### src/include/clsr_consts.vh
`ifndef CLSR_CONSTS_VH
`define CLSR_CONSTS_VH
// register addresses
`define CLSR_ADDR_VREG       8'h02
`define CLSR_ADDR_ICHG       8'h04
`define CLSR_ADDR_SPECIAL    8'h05
`define CLSR_ADDR_SAFETY     8'h06
// special register fields and reset bits
`define CLSR_SP_LOWCUR_BIT   5
`define CLSR_SP_LIMIT_BIT    4
`define CLSR_SP_PIN_BIT      3
`define CLSR_SP_RST_LOWCUR   1'b1
`define CLSR_SP_RST_VOLT     3'h4
// safety register reset value
`define CLSR_SAFETY_RST      8'h40
// fast-charge current field of register 04
`define CLSR_ICHG_MSB        6
`define CLSR_ICHG_LSB        3
// regulation voltage field of register 02
`define CLSR_VREG_MSB        7
`define CLSR_VREG_LSB        2
// decode bases and steps, in 0.1 mV units
`define CLSR_LOWCUR_SENSE    16'd0221
`define CLSR_ICHG_BASE       16'd0374
`define CLSR_ICHG_STEP       16'd0068
// high-voltage ceiling: code 10, 37.4 + 10*6.8 = 105.4 mV sense
`define CLSR_HV_ICHG_CEIL    4'hA
// voltages in mV
`define CLSR_VREG_BASE       16'd3500
`define CLSR_VREG_STEP       16'd0020
`define CLSR_SPV_BASE        16'd4200
`define CLSR_SPV_STEP        16'd0080
`define CLSR_MAXV_BASE       16'd4200
`define CLSR_MAXV_STEP       16'd0020
`endif

### src/verilog/clsr_regs.v
`timescale 1ns/100ps
`default_nettype none
`include "clsr_consts.vh"
module clsr_regs #(
  parameter HIGH_VOLT_VARIANT = 1'b0  // 1: 4-bit current code, ceiling
) (
  // clock and reset
  input  wire        clk_sys,
  input  wire        nrst,
  // register port from the serial front end
  input  wire [7:0]  reg_addr,
  input  wire [7:0]  reg_wdata,
  input  wire        reg_wr,
  output reg  [7:0]  reg_rdata,
  // register contents of 02 and 04 held elsewhere
  input  wire [7:0]  vreg_reg,
  input  wire [7:0]  ichg_reg,
  // analog status and pins
  input  wire        input_power_limiting,
  input  wire        charge_disable_pin,
  input  wire        sense_below_short,
  input  wire        limit_reset_pin_n,
  // effective decoded outputs
  output reg  [15:0] sense_target_tenth_mv,
  output reg  [15:0] regulation_mv,
  output reg  [15:0] special_voltage_mv,
  output reg  [15:0] max_current_tenth_mv,
  output reg  [15:0] max_voltage_mv,
  output reg         low_current_select,
  output reg         safety_locked
);
  // ----------------------------------------
  // state
  // ----------------------------------------
  reg  [7:0] safety_q;      // safety limit register
  reg        locked_q;      // lock after foreign write
  reg        lowcur_q;      // low-current select
  reg  [2:0] spv_q;         // special charger voltage code
  reg  [1:0] spare_q;       // read/write bits 7..6
  wire       lim_s;         // synced limiting flag
  wire       cd_s;          // synced charge-disable pin
  wire       short_s;       // synced short detect
  wire       limit_reset_pin_n_s;     // synced limit reset pin
  wire       safety_rst;    // safety domain reset
  wire       wr_safety;     // write to safety register
  wire       wr_special;    // write to special register
  wire       wr_other;      // write to any other register
  // ----------------------------------------
  // pin synchronisers
  // ----------------------------------------
  clsr_sync2 u_sync_lim (.clk_sys(clk_sys), .nrst(nrst),
    .din(input_power_limiting), .dout(lim_s));
  clsr_sync2 u_sync_cd (.clk_sys(clk_sys), .nrst(nrst),
    .din(charge_disable_pin), .dout(cd_s));
  // safety sources must not depend on nrst, so own flops
  reg sh1_q, sh2_q, sr1_q, sr2_q;
  always @(posedge clk_sys) begin
    sh1_q <= sense_below_short;
    sh2_q <= sh1_q;
    sr1_q <= limit_reset_pin_n;
    sr2_q <= sr1_q;
  end
  assign short_s    = sh2_q;
  assign limit_reset_pin_n_s  = sr2_q;
  assign safety_rst = short_s | ~limit_reset_pin_n_s;
  // ----------------------------------------
  // write decode
  // ----------------------------------------
  assign wr_safety  = reg_wr & (reg_addr == `CLSR_ADDR_SAFETY);
  assign wr_special = reg_wr & (reg_addr == `CLSR_ADDR_SPECIAL);
  assign wr_other   = reg_wr & (reg_addr != `CLSR_ADDR_SAFETY);
  // ----------------------------------------
  // safety register and lock, reset only by short or pin
  // ----------------------------------------
  always @(posedge clk_sys) begin
    if (safety_rst) begin
      safety_q <= `CLSR_SAFETY_RST;
      locked_q <= 1'b0;
    end else begin
      if (wr_other)
        locked_q <= 1'b1;
      if (wr_safety && !locked_q)
        safety_q <= reg_wdata;
    end
  end
  // ----------------------------------------
  // special voltage register, normal reset
  // ----------------------------------------
  always @(posedge clk_sys) begin
    if (!nrst) begin
      lowcur_q <= `CLSR_SP_RST_LOWCUR;
      spv_q    <= `CLSR_SP_RST_VOLT;
      spare_q  <= 2'h0;
    end else if (wr_special) begin
      spare_q  <= reg_wdata[7:6];
      lowcur_q <= reg_wdata[`CLSR_SP_LOWCUR_BIT];
      spv_q    <= reg_wdata[2:0];  // bits 4,3 ignored
    end
  end
  // ----------------------------------------
  // readback
  // ----------------------------------------
  always @(posedge clk_sys) begin
    if (!nrst)
      reg_rdata <= 8'h00;
    else if (reg_addr == `CLSR_ADDR_SPECIAL)
      reg_rdata <= {spare_q, lowcur_q, lim_s, cd_s, spv_q};
    else if (reg_addr == `CLSR_ADDR_SAFETY)
      reg_rdata <= safety_q;
    else
      reg_rdata <= 8'h00;
  end
  // ----------------------------------------
  // clamp and decode
  // ----------------------------------------
  reg [3:0] ich_code;   // clamped current code
  reg [5:0] vr_code;    // clamped voltage code
  reg [5:0] vr_max;     // voltage limit as 02 code
  reg [3:0] ich_raw;    // programmed current code
  always @* begin
    // 3-bit code in low variant, MSB weight 27.2 mV
    if (HIGH_VOLT_VARIANT)
      ich_raw = ichg_reg[`CLSR_ICHG_MSB:`CLSR_ICHG_LSB];
    else
      ich_raw = {1'b0, ichg_reg[`CLSR_ICHG_MSB:`CLSR_ICHG_LSB+1]};
    ich_code = (ich_raw > safety_q[7:4]) ? safety_q[7:4] : ich_raw;
    if (HIGH_VOLT_VARIANT && ich_code > `CLSR_HV_ICHG_CEIL)
      ich_code = `CLSR_HV_ICHG_CEIL;
    // limit 4.2V + n*20mV equals 02 code 35 + n
    vr_max  = 6'd35 + {2'b00, safety_q[3:0]};
    vr_code = vreg_reg[`CLSR_VREG_MSB:`CLSR_VREG_LSB];
    if (vr_code > vr_max)
      vr_code = vr_max;
  end
  always @(posedge clk_sys) begin
    if (!nrst) begin
      sense_target_tenth_mv <= 16'h0000;
      regulation_mv         <= 16'h0000;
      special_voltage_mv    <= 16'h0000;
      max_current_tenth_mv  <= 16'h0000;
      max_voltage_mv        <= 16'h0000;
      low_current_select    <= 1'b0;
      safety_locked         <= 1'b0;
    end else begin
      if (lowcur_q)
        sense_target_tenth_mv <= `CLSR_LOWCUR_SENSE;
      else
        sense_target_tenth_mv <= `CLSR_ICHG_BASE +
          `CLSR_ICHG_STEP * {12'h000, ich_code};
      regulation_mv <= `CLSR_VREG_BASE +
        `CLSR_VREG_STEP * {10'h000, vr_code};
      special_voltage_mv <= `CLSR_SPV_BASE +
        `CLSR_SPV_STEP * {13'h0000, spv_q};
      max_current_tenth_mv <= `CLSR_ICHG_BASE +
        `CLSR_ICHG_STEP * {12'h000, safety_q[7:4]};
      max_voltage_mv <= `CLSR_MAXV_BASE +
        `CLSR_MAXV_STEP * {12'h000, safety_q[3:0]};
      low_current_select <= lowcur_q;
      safety_locked      <= locked_q;
    end
  end
endmodule // clsr_regs
`default_nettype wire

### src/verilog/clsr_sync2.v
`timescale 1ns/100ps
`default_nettype none
// two-flop synchroniser for a pin level
module clsr_sync2 (
  // clock and reset
  input  wire clk_sys,
  input  wire nrst,
  // asynchronous level in, synchronised out
  input  wire din,
  output wire dout
);
  reg s1_q;  // first stage, read only by second
  reg s2_q;  // second stage
  // ----------------------------------------
  // shift the level through two flops
  // ----------------------------------------
  always @(posedge clk_sys) begin
    if (!nrst) begin
      s1_q <= 1'b0;
      s2_q <= 1'b0;
    end else begin
      s1_q <= din;
      s2_q <= s1_q;
    end
  end
  assign dout = s2_q;
endmodule // clsr_sync2
`default_nettype wire

### config.mk
export PLATFORM = sky130hd
export DESIGN_NAME = clsr_regs
export DESIGN_NICKNAME = d
export VERILOG_FILES = /design/src/verilog/clsr_regs.v /design/src/verilog/clsr_sync2.v
export VERILOG_INCLUDE_DIRS = /design/src /design/src/include
export SDC_FILE = /design/constraint.sdc
export NUM_CORES = 1
export LEC_CHECK = 0
export ABC_CLOCK_PERIOD_IN_PS = 11960
export BUFFER_PORTS_ARGS = -buffer_cell sky130_fd_sc_hd__buf_2
export CORE_ASPECT_RATIO = 0.9
export CORE_UTILIZATION = 54
export DETAILED_ROUTE_END_ITERATION = 7
export MAX_ROUTING_LAYER = met4
export PLACE_DENSITY = 0.93
export SETUP_SLACK_MARGIN = 0.15
export SYNTH_ARGS = -nofsm -noshare
export SYNTH_HDL_FRONTEND = slang
export SYNTH_SLANG_ARGS = --single-unit
export TNS_END_PERCENT = 20
### constraint.sdc
create_clock -name clk_sys -period 11.96 [get_ports clk_sys]
set_input_delay 1.794 -clock clk_sys [delete_from_list [all_inputs] [get_ports clk_sys]]
set_output_delay 1.794 -clock clk_sys [all_outputs]
set_load 0.02 [all_outputs]
---- Word-level counts from Yosys, hierarchy flattened ----
Index checks and enable logic that the tools add are counted.
storage, ports and cells
  bits in registers ....................... 109
  bits of input ports ..................... 39
  output and inout port bits .............. 90
cells by class
  $add $sub $neg .......................... 6
  $mul .................................... 5
  magnitude comparators ................... 2
  eq/ne operators ......................... 3
  muxes and demuxes ....................... 5
  bitwise gates (word level) .............. 6
  reductions and logical operators ........ 3
operators by type and width
  operator                                               count
  adder 9 x 11 -> 12 bit, first input constant           2
  two-way mux 8 bit                                      3
  multiplier 5 x 4 -> 9 bit, first input constant        2
  equality test 8 x 3 -> 1 bit, second input constant    2
  adder 13 x 10 -> 14 bit, first input constant          1
  adder 13 x 9 -> 14 bit, first input constant           1
  adder 12 x 11 -> 13 bit, first input constant          1
  multiplier 3 x 6 -> 9 bit, first input constant        1
  inequality test 8 x 3 -> 1 bit, second input constant  1
  multiplier 3 x 4 -> 7 bit, first input constant        1
  adder 6 x 4 -> 6 bit, first input constant             1
  greater-than comparator 6 bit                          1
  multiplier 3 x 3 -> 6 bit, first input constant        1
  two-way mux 6 bit                                      1
  greater-than comparator 3 x 4 -> 1 bit                 1
  two-way mux 4 bit                                      1
  AND 1 bit                                              3
  inverter 1 bit                                         2
  OR reduction 2 bit                                     1
  logical AND 1 bit                                      1
  zero test 1 bit                                        1
  OR 1 bit                                               1

---- Depth between registers and ports, before layout ----
  depth in word-level cells ............... 5
  mapped depth ............................ 22

---- By module ----
Synthesis repeated with hierarchy kept, for this count alone.
second synthesis, totals
  cells, all modules ...................... 397
  area, all modules ....................... 3711.1 µm²
by module, submodules not included
  module      times used  cells an instance  area each (µm²)  sequential area each (µm²)
  clsr_regs   1           389                3606.0           1501.4
  clsr_sync2  2           4                  52.6             40.0

---- Least setup slack after synthesis ----
Ideal clock, no wire load.
  path kind ............................... input port to flip-flop
  start point ............................. input vreg_reg[6]
  end point ............................... register regulation_mv[11]
  arrival ................................. 4898 ps
  data required time ...................... 11902 ps
  slack ................................... 7003 ps
  stages on the path ...................... 16
  path through ............................ ha_1 > a21oi_1 > nand2_1 > o221ai_2 > clkbuf_1 > nor2_1 > a21oi_1 > xnor2_1 > inv_1 > ha_1 > a21o_1 > a21oi_1 > nor3b_1 > mux2_4 > or3_1 > o21ba_1
between the ends
  cells in the longest elaborated chain, start to end .. 4
RTL lines
  item                                     line             RTL
  start, declared                          clsr_regs.v:16   input wire [7:0] vreg_reg,
  greater-than comparator 6 bit            clsr_regs.v:132  if (vr_code > vr_max)
  two-way mux 6 bit (*)                    clsr_regs.v:132
  multiplier 3 x 6 -> 9 bit (no line) (*)  -
  adder 12 x 11 -> 13 bit (no line) (*)    -
  end signal, assigned                     clsr_regs.v:150  regulation_mv <= `CLSR_VREG_BASE +
  end, declared                            clsr_regs.v:25   output reg [15:0] regulation_mv,
Mark *: on every way between the ends. The rest lies on a longest branch, timed or not.
A chain may end at the register's enable or synchronous reset.

---- Worst setup path after layout ----
Ends and elaborated chain as after synthesis.

==> metrics.md <==
| Metric | Value |
|---|---|
| Status | `finished, final reports clean` |
| TritonCTS buffer count | `9` |
| IO Pins | `129` |
| Hold crit path type | `reg -> reg` |
| Worst Path Arrival | `~5.4 ns` |
| Slew Limit Headroom | `61.09%` |
| Post-synth EDFFs | `0` |
| Clock Path Buffers | `2` |
| First-pass GRT wire length | `between 10 and 15 mm` |
| Post-synth ARST share | `0%` |
| Post-DRT Antenna Nets | `0` |
| Final setup vio count | `0` |
| Full die area | `7208 µm²` |
| Worst path max stage delay | `about 0.5 ns` |
| IO buf count | `slightly above 90` |
| Synthesis-to-finish area growth | `14.94%` |
| Peak fanout along the critical path | `13` |
| Distinct cells, synth | `45` |
| Starting density of the core | `56.05%` |
| Yosys top cell by area | `dfxtp_1` |
| # rows | `28` |
| Worst path slowest cell | `mux2i_2` |
| Top delay family on crit path | `compound AO/OA/AOI/OAI gates` |
| P_leak | `approximately 2.2 nW` |
| CP Launch Type | `input port` |
| CP required | `about 12 ns` |
| Diode count | `0` |
| Tmin final | `5.125 ns` |
| Routed WL | `7.323 mm` |
| Total power divided by cell area | `129.8 nW/µm²` |
| Global Route Usage Sum | `a little under a quarter` |
| Root Buffer Master | `clkbuf_8` |
| Grt ovf | `0` |
| Final worst setup slack | `6.835 ns` |
| Fin Setup TNS | `0 ns` |
| Cts hold-fix bufs | `0` |
| Most common flop cell mapped by yosys | `dfxtp_1` |
| Vias | `2,822` |
| Synthesis Warnings | `0` |
| Worst-path cell chain | `buf_2 > ha_1 > a21oi_1 > nand2_1 > o221ai_2 > mux2i_2 > xnor2_1 > inv_1 > ha_1 > a21o_1 > a21oi_1 > nor3b_1 > mux2_4 > or3_1 > o21ba_1` |
| Psw | `0.1576 mW` |
| CTS resizes | `0` |
| Combinational power share | `17.1%` |
| Final RePlAce weighted congestion | `0.8192` |
| Initial DRC Count | `104` |
| Kind of critical path | `in -> reg` |
| DR pass1 iterations | `4` |
| Area contributors post-synth | `dfxtp_1 (43%), ha_1 (10%), buf_4 (6.9%)` |
| Sequential share of power | `50.1%` |
| Part of the power in the clock network | `32.7%` |
| DP Worst Slack | `6.484 ns` |
| Share of cells above drive strength 1 | `around 23%` |
| Drt wl/cell | `12.74 µm` |
| Clock sink count | `79` |
| Skew-Pair Late Insertion Delay | `0.35 ns` |
| Post-DP HPWL | `5.462 mm` |
| Unrepaired setup endpoints after global routing | `no` |
| Worst VDD drop | `0.08171 mV` |
| Crit end category | `register` |
| Initial antenna violation count | `0` |
| Max Slew Vio Count | `0` |
| Final Cycle Share | `a little over two fifths` |
| Core ar. | `6621 µm²` |
| Nets@finish | `552` |
| Synth Register Bits | `just under 80` |
| DIE WIDTH | `89.39 µm` |
| Clk_skew | `0.01418 ns` |
| CTS tree | `yes` |
| Measured slew at the worst slew-check pin | `0.5819 ns` |
| Pin count of the biggest net entering global routing | `41` |
| Register area share after synthesis | `42.62%` |
| H-tree depth | `3` |
| Internal power | `0.3963 mW` |
| Remaining DRCs | `0` |
| Synthesized area per cell | `9.348 µm²` |
| Vias/cell | `4.908` |
| Max Cap Viol | `0` |
| Peak Freq | `195.1 MHz` |
| Final hold violations | `0` |
| Mapped Area | `approximately 3700 µm²` |
| Switch share | `28.45%` |
| Clock-pin slew on the worst setup and hold paths | `0.08 ns` |
| Synth top area share | `42.62%` |
| Vias in the first global route | `2,685` |
| Syn Inst Count | `397` |
| Die Y | `80.65 µm` |
| Postcts setup bufs | `0` |
| Buf+Inv Stages, Crit Path | `2` |
## per-stage QoR
stage	std cells	area, µm²	util (%)	hold WS [ns]	power [mW]
final	575	4265	64.42	0.3315	0.5538
after global routing	575	4265	64.42	0.3384	0.5846
after CTS	575	4265	64.42	0.3360	0.5587
after detailed placement	559	4081	61.64	0.3171	0.3784
after global placement	559	4081	61.64	0.3110	0.3746
after floorplan	427	3824	-	0.3096	0.3606
## flip-flops by register name, indices dropped and copies added, names as in the netlist, 2 cells and up
name	cells
max_voltage_mv	8
spv_q	3
regulation_mv	11
special_voltage_mv	7
sense_target_tenth_mv	11
spare_q	2
max_current_tenth_mv	10
safety_q	8
reg_rdata	8
## cell usage in the layout, fill, tap and decap left out, drive strengths merged, types with 2 or more instances in the layout
cell type / n
nand2: 18
o21a: 2
nor2: 49
nor3: 6
nand2b: 3
a22o: 7
a21o: 3
nor2b: 4
a211oi: 2
o21ai: 11
inv: 31
xor2: 11
or3: 2
mux2: 2
conb: 31
dfxtp: 79
and3: 2
fa: 3
buf: 92
nand3b: 2
nand3: 3
clkbuf: 12
a31oi: 3
xnor2: 13
and3b: 2
clkinvlp: 2
ha: 30
and2: 8
a21oi: 22
mux2i: 16
o211ai: 3
## per-layer routing
| layer | part of all wire [%] | up-vias | track usage (%) |
|---|---|---|---|
| met5 | 0 | - | - |
| met4 | 1.7 | 0 | 7.460 |
| met3 | 6.9 | 12 | 6.166 |
| met2 | 49 | 112 | 38.85 |
| met1 | 42 | 1292 | 25.35 |
| li1 | - | 1406 | - |
## final cells by class
cell class                      count  area, µm²
Fill cell                         568       2356
Multi-Input combinational cell    268       1812
Sequential cell                    79       1582
Timing Repair Buffer               92      462.9
Clock buffer                       12      155.1
Inverter                           30      112.6
Tap cell                           90      112.6
Clock inverter                      4      28.78
## synth_stat cells, types with 4 or more instances
master    count
dfxtp_1      79
xor2_1       11
ha_1         30
nor3_1        6
a22o_1        7
buf_4        34
a21oi_1      22
inv_1        30
and2_1        8
clkbuf_1     11
mux2i_1      15
o21ai_0      10
xnor2_1      13
nor2b_1       4
nor2_1       49
nand2_1      18
## cell families after synthesis
| family | after synthesis | share of synthesized area (%) |
|---|---|---|
| AND/OR/NAND/NOR | 104 | 13.12 |
| buffers and inverters | 80 | 11.60 |
| flip-flops | 79 | 42.62 |
| AO/OA/AOI/OAI | 58 | 10.05 |
| adder cells (fa/ha/maj) | 33 | 11.73 |
| XOR/XNOR | 24 | 5.664 |
| multiplexers | 18 | 5.124 |
| other | 1 | 0.1010 |
## final timing paths
check / start / endpoint / slack [ns] / cells past startpoint
worst min-delay path: sr1_q$_DFF_P_ / limit_reset_pin_n_s$_DFF_P_ / 0.33 / 0
worst min register to register: sr1_q$_DFF_P_ / limit_reset_pin_n_s$_DFF_P_ / 0.33 / 0
worst max register to register: safety_q[0]$_SDFFE_PP0P_ / regulation_mv[11]$_SDFF_PN0_ / 7.37 / 18
worst max-delay path: vreg_reg[6] / regulation_mv[11]$_SDFF_PN0_ / 6.83 / 15
## power groups by stage
stage | clock network (mW) | logic, mW | registers, mW
after global routing | 0.200 | 0.105 | 0.279
after global placement | 0 | 0.0911 | 0.283
final | 0.181 | 0.0949 | 0.278
after detailed placement | 0 | 0.0943 | 0.284
after CTS | 0.186 | 0.0952 | 0.278
after floorplan | 0 | 0.0624 | 0.298
## worst register-to-register path, delay by kind of cell (launching register included)
| kind | cells | cell delay (ns) |
|---|---|---|
| buf+inv | 3 | 0.26 |
| compound gates | 5 | 1.29 |
| fa+ha+maj | 3 | 0.84 |
| mux | 2 | 0.78 |
| flops | 1 | 0.45 |
| simple gates | 4 | 0.68 |
| xor+xnor | 1 | 0.23 |
No activity file was read; power rests on OpenSTA's default activity.
